`src/hdl/itt_pkg.sv`:
```
// Constants and carrier types for the two-wire thermometer and thermostat
package itt_pkg;

  localparam logic [7:0] ITT_CMD_CFG  = 8'hAC;
  localparam logic [7:0] ITT_CMD_HIGH = 8'hA1;
  localparam logic [7:0] ITT_CMD_LOW  = 8'hA2;
  localparam logic [7:0] ITT_CMD_CONV = 8'hEE;

  // Arbitrary bus address value
  localparam logic [6:0] ITT_SLAVE_ADDR = 7'h48;

  localparam int         ITT_CFG_POL     = 1;
  localparam int         ITT_CFG_ONESHOT = 0;
  localparam logic [7:0] ITT_CFG_WMASK   = 8'h03;

  localparam logic [2:0] ITT_PH_ADDR = 3'h0;
  localparam logic [2:0] ITT_PH_CMD  = 3'h1;
  localparam logic [2:0] ITT_PH_D1   = 3'h2;
  localparam logic [2:0] ITT_PH_D2   = 3'h3;
  localparam logic [2:0] ITT_PH_DONE = 3'h4;

  localparam int unsigned ITT_CONV_TIME_MS = 1000;
  localparam int unsigned ITT_CLK_KHZ      = 250000;
  localparam int unsigned ITT_CONV_CYCLES  = ITT_CONV_TIME_MS * ITT_CLK_KHZ;
  localparam int          ITT_CONV_CW      = 28;

  // Half-degree units, two's complement
  localparam logic signed [8:0] ITT_TEMP_MIN = 9'sh192;
  localparam logic signed [8:0] ITT_TEMP_MAX = 9'sh0FA;

  localparam logic        ITT_LINE_IDLE = 1'h1;
  localparam logic        ITT_ALARM_RST = 1'h1;
  localparam logic [15:0] ITT_TEMP_RST  = 16'h0000;

  typedef struct packed {
    logic [7:0]  cfg;
    logic [15:0] high;
    logic [15:0] low;
  } itt_nv_t;

  localparam itt_nv_t ITT_NV_RST = 40'h00_0000_0000;

  typedef enum logic [4:0] {
    ST_IDLE = 5'h01,
    ST_RX   = 5'h02,
    ST_ACK  = 5'h04,
    ST_TX   = 5'h08,
    ST_MACK = 5'h10
  } itt_state_t;

endpackage

```
`src/hdl/itt_sync.sv`:
```
// Three-stage pin synchroniser with agreement filter and edge pulses
`timescale 1ns/1ps
module itt_sync
  import itt_pkg::*;
(
  input  wire logic clk_sys,
  input  wire logic rstn,
  input  wire logic pin,
  output logic      lvl,
  output logic      rise,
  output logic      fall
);

  logic q1;
  logic q2;
  logic q3;
  wire  agree = (q2 == q3);

  always_ff @(posedge clk_sys or negedge rstn) begin
    if (!rstn) begin
      q1   <= ITT_LINE_IDLE;
      q2   <= ITT_LINE_IDLE;
      q3   <= ITT_LINE_IDLE;
      lvl  <= ITT_LINE_IDLE;
      rise <= 1'h0;
      fall <= 1'h0;
    end else begin
      q1   <= pin;
      q2   <= q1;
      q3   <= q2;
      rise <= agree & q3 & ~lvl;
      fall <= agree & ~q3 & lvl;
      if (agree) begin
        lvl <= q3;
      end
    end
  end

endmodule

```
`src/hdl/itt_thermostat.sv`:
```
// Two-wire command slave, conversion timer and hysteresis thermostat
`timescale 1ns/1ps
module itt_thermostat
  import itt_pkg::*;
#(
  parameter int unsigned CONV_CYCLES = ITT_CONV_CYCLES,
  parameter logic [6:0]  SLAVE_ADDR  = ITT_SLAVE_ADDR
) (
  input  wire logic        clk_sys,
  input  wire logic        rstn,
  input  wire logic        scl_i,
  input  wire logic        sda_i,
  output logic             sda_o,
  output logic             sda_oe,
  input  wire logic [8:0]  temp_sense,
  input  wire itt_nv_t     nv_restore,
  output itt_nv_t          nv_image,
  output logic             nv_write,
  output logic [15:0]      temp_word,
  output logic             conv_busy,
  output logic             conv_done,
  output logic             thermal_alarm_output
);

  localparam logic [ITT_CONV_CW-1:0] CONV_END = (ITT_CONV_CW)'(CONV_CYCLES - 1);

  function automatic logic signed [8:0] lim9(input logic [15:0] lim);
    lim9 = $signed(lim[15:7]);
  endfunction

  function automatic logic signed [8:0] clamp9(input logic signed [8:0] t);
    if (t < ITT_TEMP_MIN) begin
      clamp9 = ITT_TEMP_MIN;
    end else if (t > ITT_TEMP_MAX) begin
      clamp9 = ITT_TEMP_MAX;
    end else begin
      clamp9 = t;
    end
  endfunction

  logic                   scl_lvl;
  logic                   scl_rise;
  logic                   scl_fall;
  logic                   sda_lvl;
  logic                   sda_rise;
  logic                   sda_fall;
  itt_state_t             state;
  logic [2:0]             bit_cnt;
  logic [7:0]             shreg;
  logic                   byte_full;
  logic [2:0]             phase;
  logic                   rw;
  logic [7:0]             cmd;
  logic [15:0]            tx_sh;
  logic [7:0]             data_hi;
  logic                   nv_loaded;
  logic [ITT_CONV_CW-1:0] conv_cnt;
  logic                   alarm_flag;

  itt_sync u_scl_sync (
    .clk_sys (clk_sys),
    .rstn    (rstn),
    .pin     (scl_i),
    .lvl     (scl_lvl),
    .rise    (scl_rise),
    .fall    (scl_fall)
  );

  itt_sync u_sda_sync (
    .clk_sys (clk_sys),
    .rstn    (rstn),
    .pin     (sda_i),
    .lvl     (sda_lvl),
    .rise    (sda_rise),
    .fall    (sda_fall)
  );

  // Bus conditions and byte decode
  wire       start_det  = sda_fall & scl_lvl;
  wire       stop_det   = sda_rise & scl_lvl;
  wire       st_rx      = (state == ST_RX);
  wire       acc        = st_rx & scl_fall & byte_full;
  wire       addr_hit   = (phase == ITT_PH_ADDR) && (shreg[7:1] == SLAVE_ADDR);
  wire       is_limit   = (cmd == ITT_CMD_HIGH) || (cmd == ITT_CMD_LOW);
  wire       wr_cfg     = acc && (phase == ITT_PH_D1) && (cmd == ITT_CMD_CFG);
  wire       wr_hi1     = acc && (phase == ITT_PH_D1) && is_limit;
  wire       wr_high    = acc && (phase == ITT_PH_D2) && (cmd == ITT_CMD_HIGH);
  wire       wr_low     = acc && (phase == ITT_PH_D2) && (cmd == ITT_CMD_LOW);
  wire       conv_cmd   = acc && (phase == ITT_PH_CMD) && (shreg == ITT_CMD_CONV);
  wire [2:0] next_phase = (phase == ITT_PH_DONE) ? phase : phase + 3'h1;

  // Conversion decode
  wire                    result_evt = conv_busy && (conv_cnt == CONV_END);
  wire logic signed [8:0] res9       = clamp9($signed(temp_sense));
  wire logic signed [8:0] high9      = lim9(nv_image.high);
  wire logic signed [8:0] low9       = lim9(nv_image.low);
  wire                    above_high = result_evt && (res9 > high9);
  wire                    below_low  = result_evt && (res9 < low9);

  // Open-drain data line only ever pulls low
  always_ff @(posedge clk_sys or negedge rstn) begin
    if (!rstn) begin
      sda_o <= 1'h0;
    end else begin
      sda_o <= 1'h0;
    end
  end

  always_ff @(posedge clk_sys or negedge rstn) begin
    if (!rstn) begin
      state     <= ST_IDLE;
      bit_cnt   <= 3'h0;
      shreg     <= 8'h00;
      byte_full <= 1'h0;
      phase     <= ITT_PH_ADDR;
      rw        <= 1'h0;
      cmd       <= 8'h00;
      tx_sh     <= 16'h0000;
      sda_oe    <= 1'h0;
    end else if (start_det) begin
      state     <= ST_RX;
      bit_cnt   <= 3'h0;
      byte_full <= 1'h0;
      phase     <= ITT_PH_ADDR;
      sda_oe    <= 1'h0;
    end else if (stop_det) begin
      state  <= ST_IDLE;
      sda_oe <= 1'h0;
    end else begin
      unique case (state)
        ST_IDLE: begin
          sda_oe <= 1'h0;
        end
        ST_RX: begin
          if (scl_rise) begin
            shreg     <= {shreg[6:0], sda_lvl};
            bit_cnt   <= bit_cnt + 3'h1;
            byte_full <= (bit_cnt == 3'h7);
          end else if (acc) begin
            byte_full <= 1'h0;
            if (phase == ITT_PH_ADDR) begin
              rw <= shreg[0];
            end
            if (phase == ITT_PH_CMD) begin
              cmd <= shreg;
            end
            if ((phase == ITT_PH_ADDR) && !addr_hit) begin
              state <= ST_IDLE;
            end else begin
              state  <= ST_ACK;
              sda_oe <= 1'h1;
            end
          end
        end
        ST_ACK: begin
          if (scl_fall) begin
            bit_cnt <= 3'h0;
            phase   <= next_phase;
            if (rw) begin
              state  <= ST_TX;
              sda_oe <= ~temp_word[15];
              tx_sh  <= {temp_word[14:0], 1'h0};
            end else begin
              state  <= ST_RX;
              sda_oe <= 1'h0;
            end
          end
        end
        ST_TX: begin
          if (scl_fall) begin
            bit_cnt <= bit_cnt + 3'h1;
            if (bit_cnt == 3'h7) begin
              state  <= ST_MACK;
              sda_oe <= 1'h0;
            end else begin
              sda_oe <= ~tx_sh[15];
              tx_sh  <= {tx_sh[14:0], 1'h0};
            end
          end
        end
        ST_MACK: begin
          if (scl_rise) begin
            byte_full <= ~sda_lvl;
          end else if (scl_fall) begin
            bit_cnt <= 3'h0;
            if (byte_full) begin
              state  <= ST_TX;
              sda_oe <= ~tx_sh[15];
              tx_sh  <= {tx_sh[14:0], 1'h0};
            end else begin
              state <= ST_IDLE;
            end
          end
        end
        default: begin
          state  <= ST_IDLE;
          sda_oe <= 1'h0;
        end
      endcase
    end
  end

  // Settings image; restored once after reset, pushed out on every write
  always_ff @(posedge clk_sys or negedge rstn) begin
    if (!rstn) begin
      nv_loaded <= 1'h0;
      nv_image  <= ITT_NV_RST;
      nv_write  <= 1'h0;
      data_hi   <= 8'h00;
    end else begin
      nv_write <= wr_cfg | wr_high | wr_low;
      if (!nv_loaded) begin
        nv_loaded <= 1'h1;
        nv_image  <= nv_restore;
      end
      if (wr_cfg) begin
        nv_image.cfg <= shreg & ITT_CFG_WMASK;
      end
      if (wr_hi1) begin
        data_hi <= shreg;
      end
      if (wr_high) begin
        nv_image.high <= {data_hi, shreg};
      end
      if (wr_low) begin
        nv_image.low <= {data_hi, shreg};
      end
    end
  end

  always_ff @(posedge clk_sys or negedge rstn) begin
    if (!rstn) begin
      conv_busy            <= 1'h0;
      conv_cnt             <= '0;
      conv_done            <= 1'h0;
      temp_word            <= ITT_TEMP_RST;
      alarm_flag           <= 1'h0;
      thermal_alarm_output <= ITT_ALARM_RST;
    end else begin
      conv_done            <= result_evt;
      thermal_alarm_output <= nv_image.cfg[ITT_CFG_POL] ? alarm_flag : ~alarm_flag;
      if (conv_cmd) begin
        conv_busy <= 1'h1;
        conv_cnt  <= '0;
      end else if (result_evt) begin
        temp_word <= {res9, 7'h00};
        conv_cnt  <= '0;
        conv_busy <= ~nv_image.cfg[ITT_CFG_ONESHOT];
      end else if (conv_busy) begin
        conv_cnt <= conv_cnt + 1'b1;
      end
      if (above_high) begin
        alarm_flag <= 1'h1;
      end else if (below_low) begin
        alarm_flag <= 1'h0;
      end
    end
  end
endmodule

```
`config.mk`:
```
export PLATFORM = sky130hd
export DESIGN_NAME = itt_thermostat
export DESIGN_NICKNAME = d
export VERILOG_FILES = /design/src/hdl/itt_pkg.sv /design/src/hdl/itt_sync.sv /design/src/hdl/itt_thermostat.sv
export SDC_FILE = /design/constraint.sdc
export NUM_CORES = 1
export LEC_CHECK = 0
export BUFFER_PORTS_ARGS = -buffer_cell sky130_fd_sc_hd__buf_2
export CAP_MARGIN = 20
export CORE_AREA = 5 5 184 115
export DETAILED_ROUTE_END_ITERATION = 16
export DIE_AREA = 0 0 189 120
export GPL_TIMING_DRIVEN = 0
export MAX_ROUTING_LAYER = met4
export SLEW_MARGIN = 5
export SYNTH_ARGS = -nofsm -noshare
export SYNTH_HDL_FRONTEND = slang
export SYNTH_HIERARCHICAL = 1
export SYNTH_SLANG_ARGS = --single-unit
```
`constraint.sdc`:
```
create_clock -name clk_sys -period 2.55 [get_ports clk_sys]
set_input_delay 0 -clock clk_sys [delete_from_list [all_inputs] [get_ports clk_sys]]
set_output_delay 0 -clock clk_sys [all_outputs]
set_load 0.03 [all_outputs]
```
==> run_results.csv <==
group,metric,value,unit
drt,dr.pass1.iters,5,
grt,use_met2,24.0,%
grt,gr-total-overflow,0,
drt,wl_per_cell,17.5,um
logic_synthesis,ys_async_sr_fraction,100,%
grt,grtUsageTotal,19.0,%
logic_synthesis,ys_seq_area_share,47.9,%
logic_synthesis,syn_area,7390,um^2
outcome,outcome,"completed",
final_layout,post-route-cell-area,9480,um^2
clock_tree,insertion_delay,430,ps
logic_synthesis,synth_largest_area_cell,"dfrtp_1",
final_layout,area_growth,28.3,%
setup_path,rr_worst_depth,10,
worst_hold_path,holdPathEnd,"temp_word[14]",
run,drv_cap,0,
logic_synthesis,yosys_most_used_dff,"dfrtp_1",
placed_design,placed_area,8290,um^2
logic_synthesis,yosysWarnings,6,
die,ios,115,
drt,drc,0,
timing,finalMaxSlewViolations,0,
grt,grt-busiest-layer,"met1",
clock_tree,clkSinkCount,141,
logic_synthesis,ys_seq_elements,141,
logic_synthesis,synth_common_cells,"131 x dfrtp_1, 83 x nor2_1, 58 x a21oi_1, 46 x mux2i_1, 38 x mux2_2",
worst_hold_path,holdPathStages,3,
power_and_ir_drop,leakagePower,4.70,nW
drt,wl,20.3,mm
timing,whs,74.4,ps
logic_synthesis,avgSynthCellArea,10.4,um^2
die,die_area,22700,um^2
clock_tree,root_buffer,"clkbuf_16",
setup_path,rr_startpoint,"state[0]",
timing,post-route-period-util,95.1,%
drt,vias,6046,
grt,grt_pass1_wl,32.9,mm
placed_design,gp_congestion,0.972,
die,rows,40,
final_layout,nNetsFinal,976,
setup_path,arrival,2740,ps
placed_design,hpwl,14.8,mm
final_layout,num_antenna_cells,0,
setup_path,required,2860,ps
setup_path,cp-end-kind,"flop",
timing,finalHoldViolations,0,
die,die_h,120,um
worst_hold_path,hold_path_class,"in -> reg",
grt,grt_max_degree,81,
logic_synthesis,yosysTopAreaCellShare,44.4,%
final_layout,fillers,1773,
logic_synthesis,synth_cell_types,69,
setup_path,rrSetupSlack,180,ps
die,initial_core_util,37.9,%
grt,met1_usage,30.1,%
clock_tree,numCtsBuffers,17,
timing,setup-tns-final,0,ps
timing,layout_min_cycle_time,2430,ps
logic_synthesis,synth_top_cells_by_area,"dfrtp_1 44%, mux2i_1 6.2%, mux2_2 5.8%",
logic_synthesis,synth.most_common_cell,"dfrtp_1",
timing,clock_skew,11.2,ps
clock_tree,htreeDepth,4,
grt,grt_pass1_vias,5849,
clock_tree,tritoncts,"built",
power_and_ir_drop,powerDensity,661,nW/um^2
drt,ant_nets,0,
die,core-area,19500,um^2
setup_path,path_class,"in -> reg",
timing,setup_violations,0,
placed_design,port_buffers,106,
drt,drt_iter0_markers,448,
grt,antenna_found_initial,0,
clock_tree,clk_pin_slew,70,ps
timing,tightest_slew,940,ps
worst_hold_path,worstHoldStart,"temp_sense[7]",
power_and_ir_drop,vdd_drop_max,0.476,mV
final_layout,drive_gt1_share,25.5,%
setup_path,critical_path.max_fanout,7,
drt,viasPerCell,5.22,
timing,relSlewSlack,37.3,%
logic_synthesis,synth_edf_count,0,
setup_path,crit_path_start_kind,"input pin",
clock_tree,clockBufferDepth,2,
timing,fmax,412,MHz
logic_synthesis,postSynthCellCount,710,
die,die_x,189,um
setup_path,r2r_end,"conv_cnt[19]",
grt,grt.met3_usage,4.19,%
[sequential cells by signal, summed over array words and instances, names as in the netlist, 5 cells and up]
register and flops:
conv_cnt 28, state 5, nv_image 40, shreg 8, tx_sh 8, temp_word 9, data_hi 8, cmd 8
[worst max-delay path by stage]
| stage | start | endpoint | slack, ps | cells past startpoint |
|---|---|---|---|---|
| after global routing | temp_sense[8] | alarm_flag | -10 | 12 |
| after global placement | rstn | nv_image[5] | -670 | 1 |
| final | temp_sense[8] | alarm_flag | 120 | 12 |
| after floorplan | state[0] | conv_cnt[19] | 350 | 10 |
| after detailed placement | state[2] | nv_image[32] | -80 | 7 |
| after CTS | temp_sense[8] | alarm_flag | 30 | 12 |
[what timing repair did]
action                                  4_1_cts  5_1_grt
buffers inserted                              3        4
pin swaps                                     1        2
endpoints found under the setup margin        2       25
resized for setup                             0        7
hold buffers                                 44        0
hold endpoints to repair                    116        0
[cells by family after synthesis]
group	after synthesis	synth area share, %
xor gates and xnor gates	28	3.32
adders and majority gates	29	4.91
buffers and inverters	73	4.52
DFF	141	47.9
AOI/OAI and AO/OA	112	9.10
and+or+nand+nor	238	17.5
muxes	87	12.6
other	2	0.102
[stage by stage]
stage	total power, mW	setup WS, ps	util (%)	std cells
3_3_place_gp	3.34	-668	42.4	1075
5_1_grt	6.54	-13.7	48.7	1159
6_report	6.26	124	48.7	1159
4_1_cts	6.30	34.2	48.5	1155
2_1_floorplan	3.03	352	-	717
3_5_place_dp	3.34	-80.0	42.6	1076
[critical path, cell delays in order]
cell           delay, ps
dlygate4sd3_1        530
buf_2                190
and4b_1              290
nand2_1               80
and3_4               220
ha_1                 300
a21oi_1              150
o21ai_0              110
a211oi_1             260
o21ai_1              120
xnor2_1              150
a221o_1              350
[final cells by class]
type	count	area [um^2]	area share [%]
multi-input cells	503	3550	37.4
flip-flops and latches	141	3540	37.4
repair buffers	158	1060	11.2
clock buffers	17	425	4.49
well taps	252	315	3.33
clock inverters	15	255	2.69
plain buffers	39	208	2.19
inverters	34	128	1.35
[cell usage in the layout, fill, tap and decap left out, types with 4 or more instances in the layout]
cell             n
a21oi_1         57
and2_1           6
and3_1           7
and4_1           5
buf_2          110
buf_4           17
bufinv_16        6
clkbuf_1        17
clkbuf_16       17
conb_1           9
dfrtp_1        131
dfstp_2         10
dlygate4sd3_1   44
ha_1            29
inv_1           34
inv_6            4
mux2_2          38
mux2i_1         46
nand2_1         35
nand2b_1         7
nand3_1         14
nand4_1         28
nor2_1          83
nor2b_1          4
nor3_1           9
o211ai_1         8
o21ai_0         15
or4_1            5
xnor2_1          5
xor2_1          23
[power breakdown]
part	switching [mW]	internal [mW]	leakage [nW]	total [mW]
logic	0.547	0.356	2.56	0.903
clock network	1.04	1.85	0.327	2.89
registers	0.100	2.37	1.81	2.47
total	1.69	4.57	4.70	6.26
[layer usage]
layer  wire, um  vias up
li1           -     2879
met1      10800     2925
met2       7860      222
met3       1350       20
met4        272        0
met5          0        -
Power figures use the tool's default switching activity.
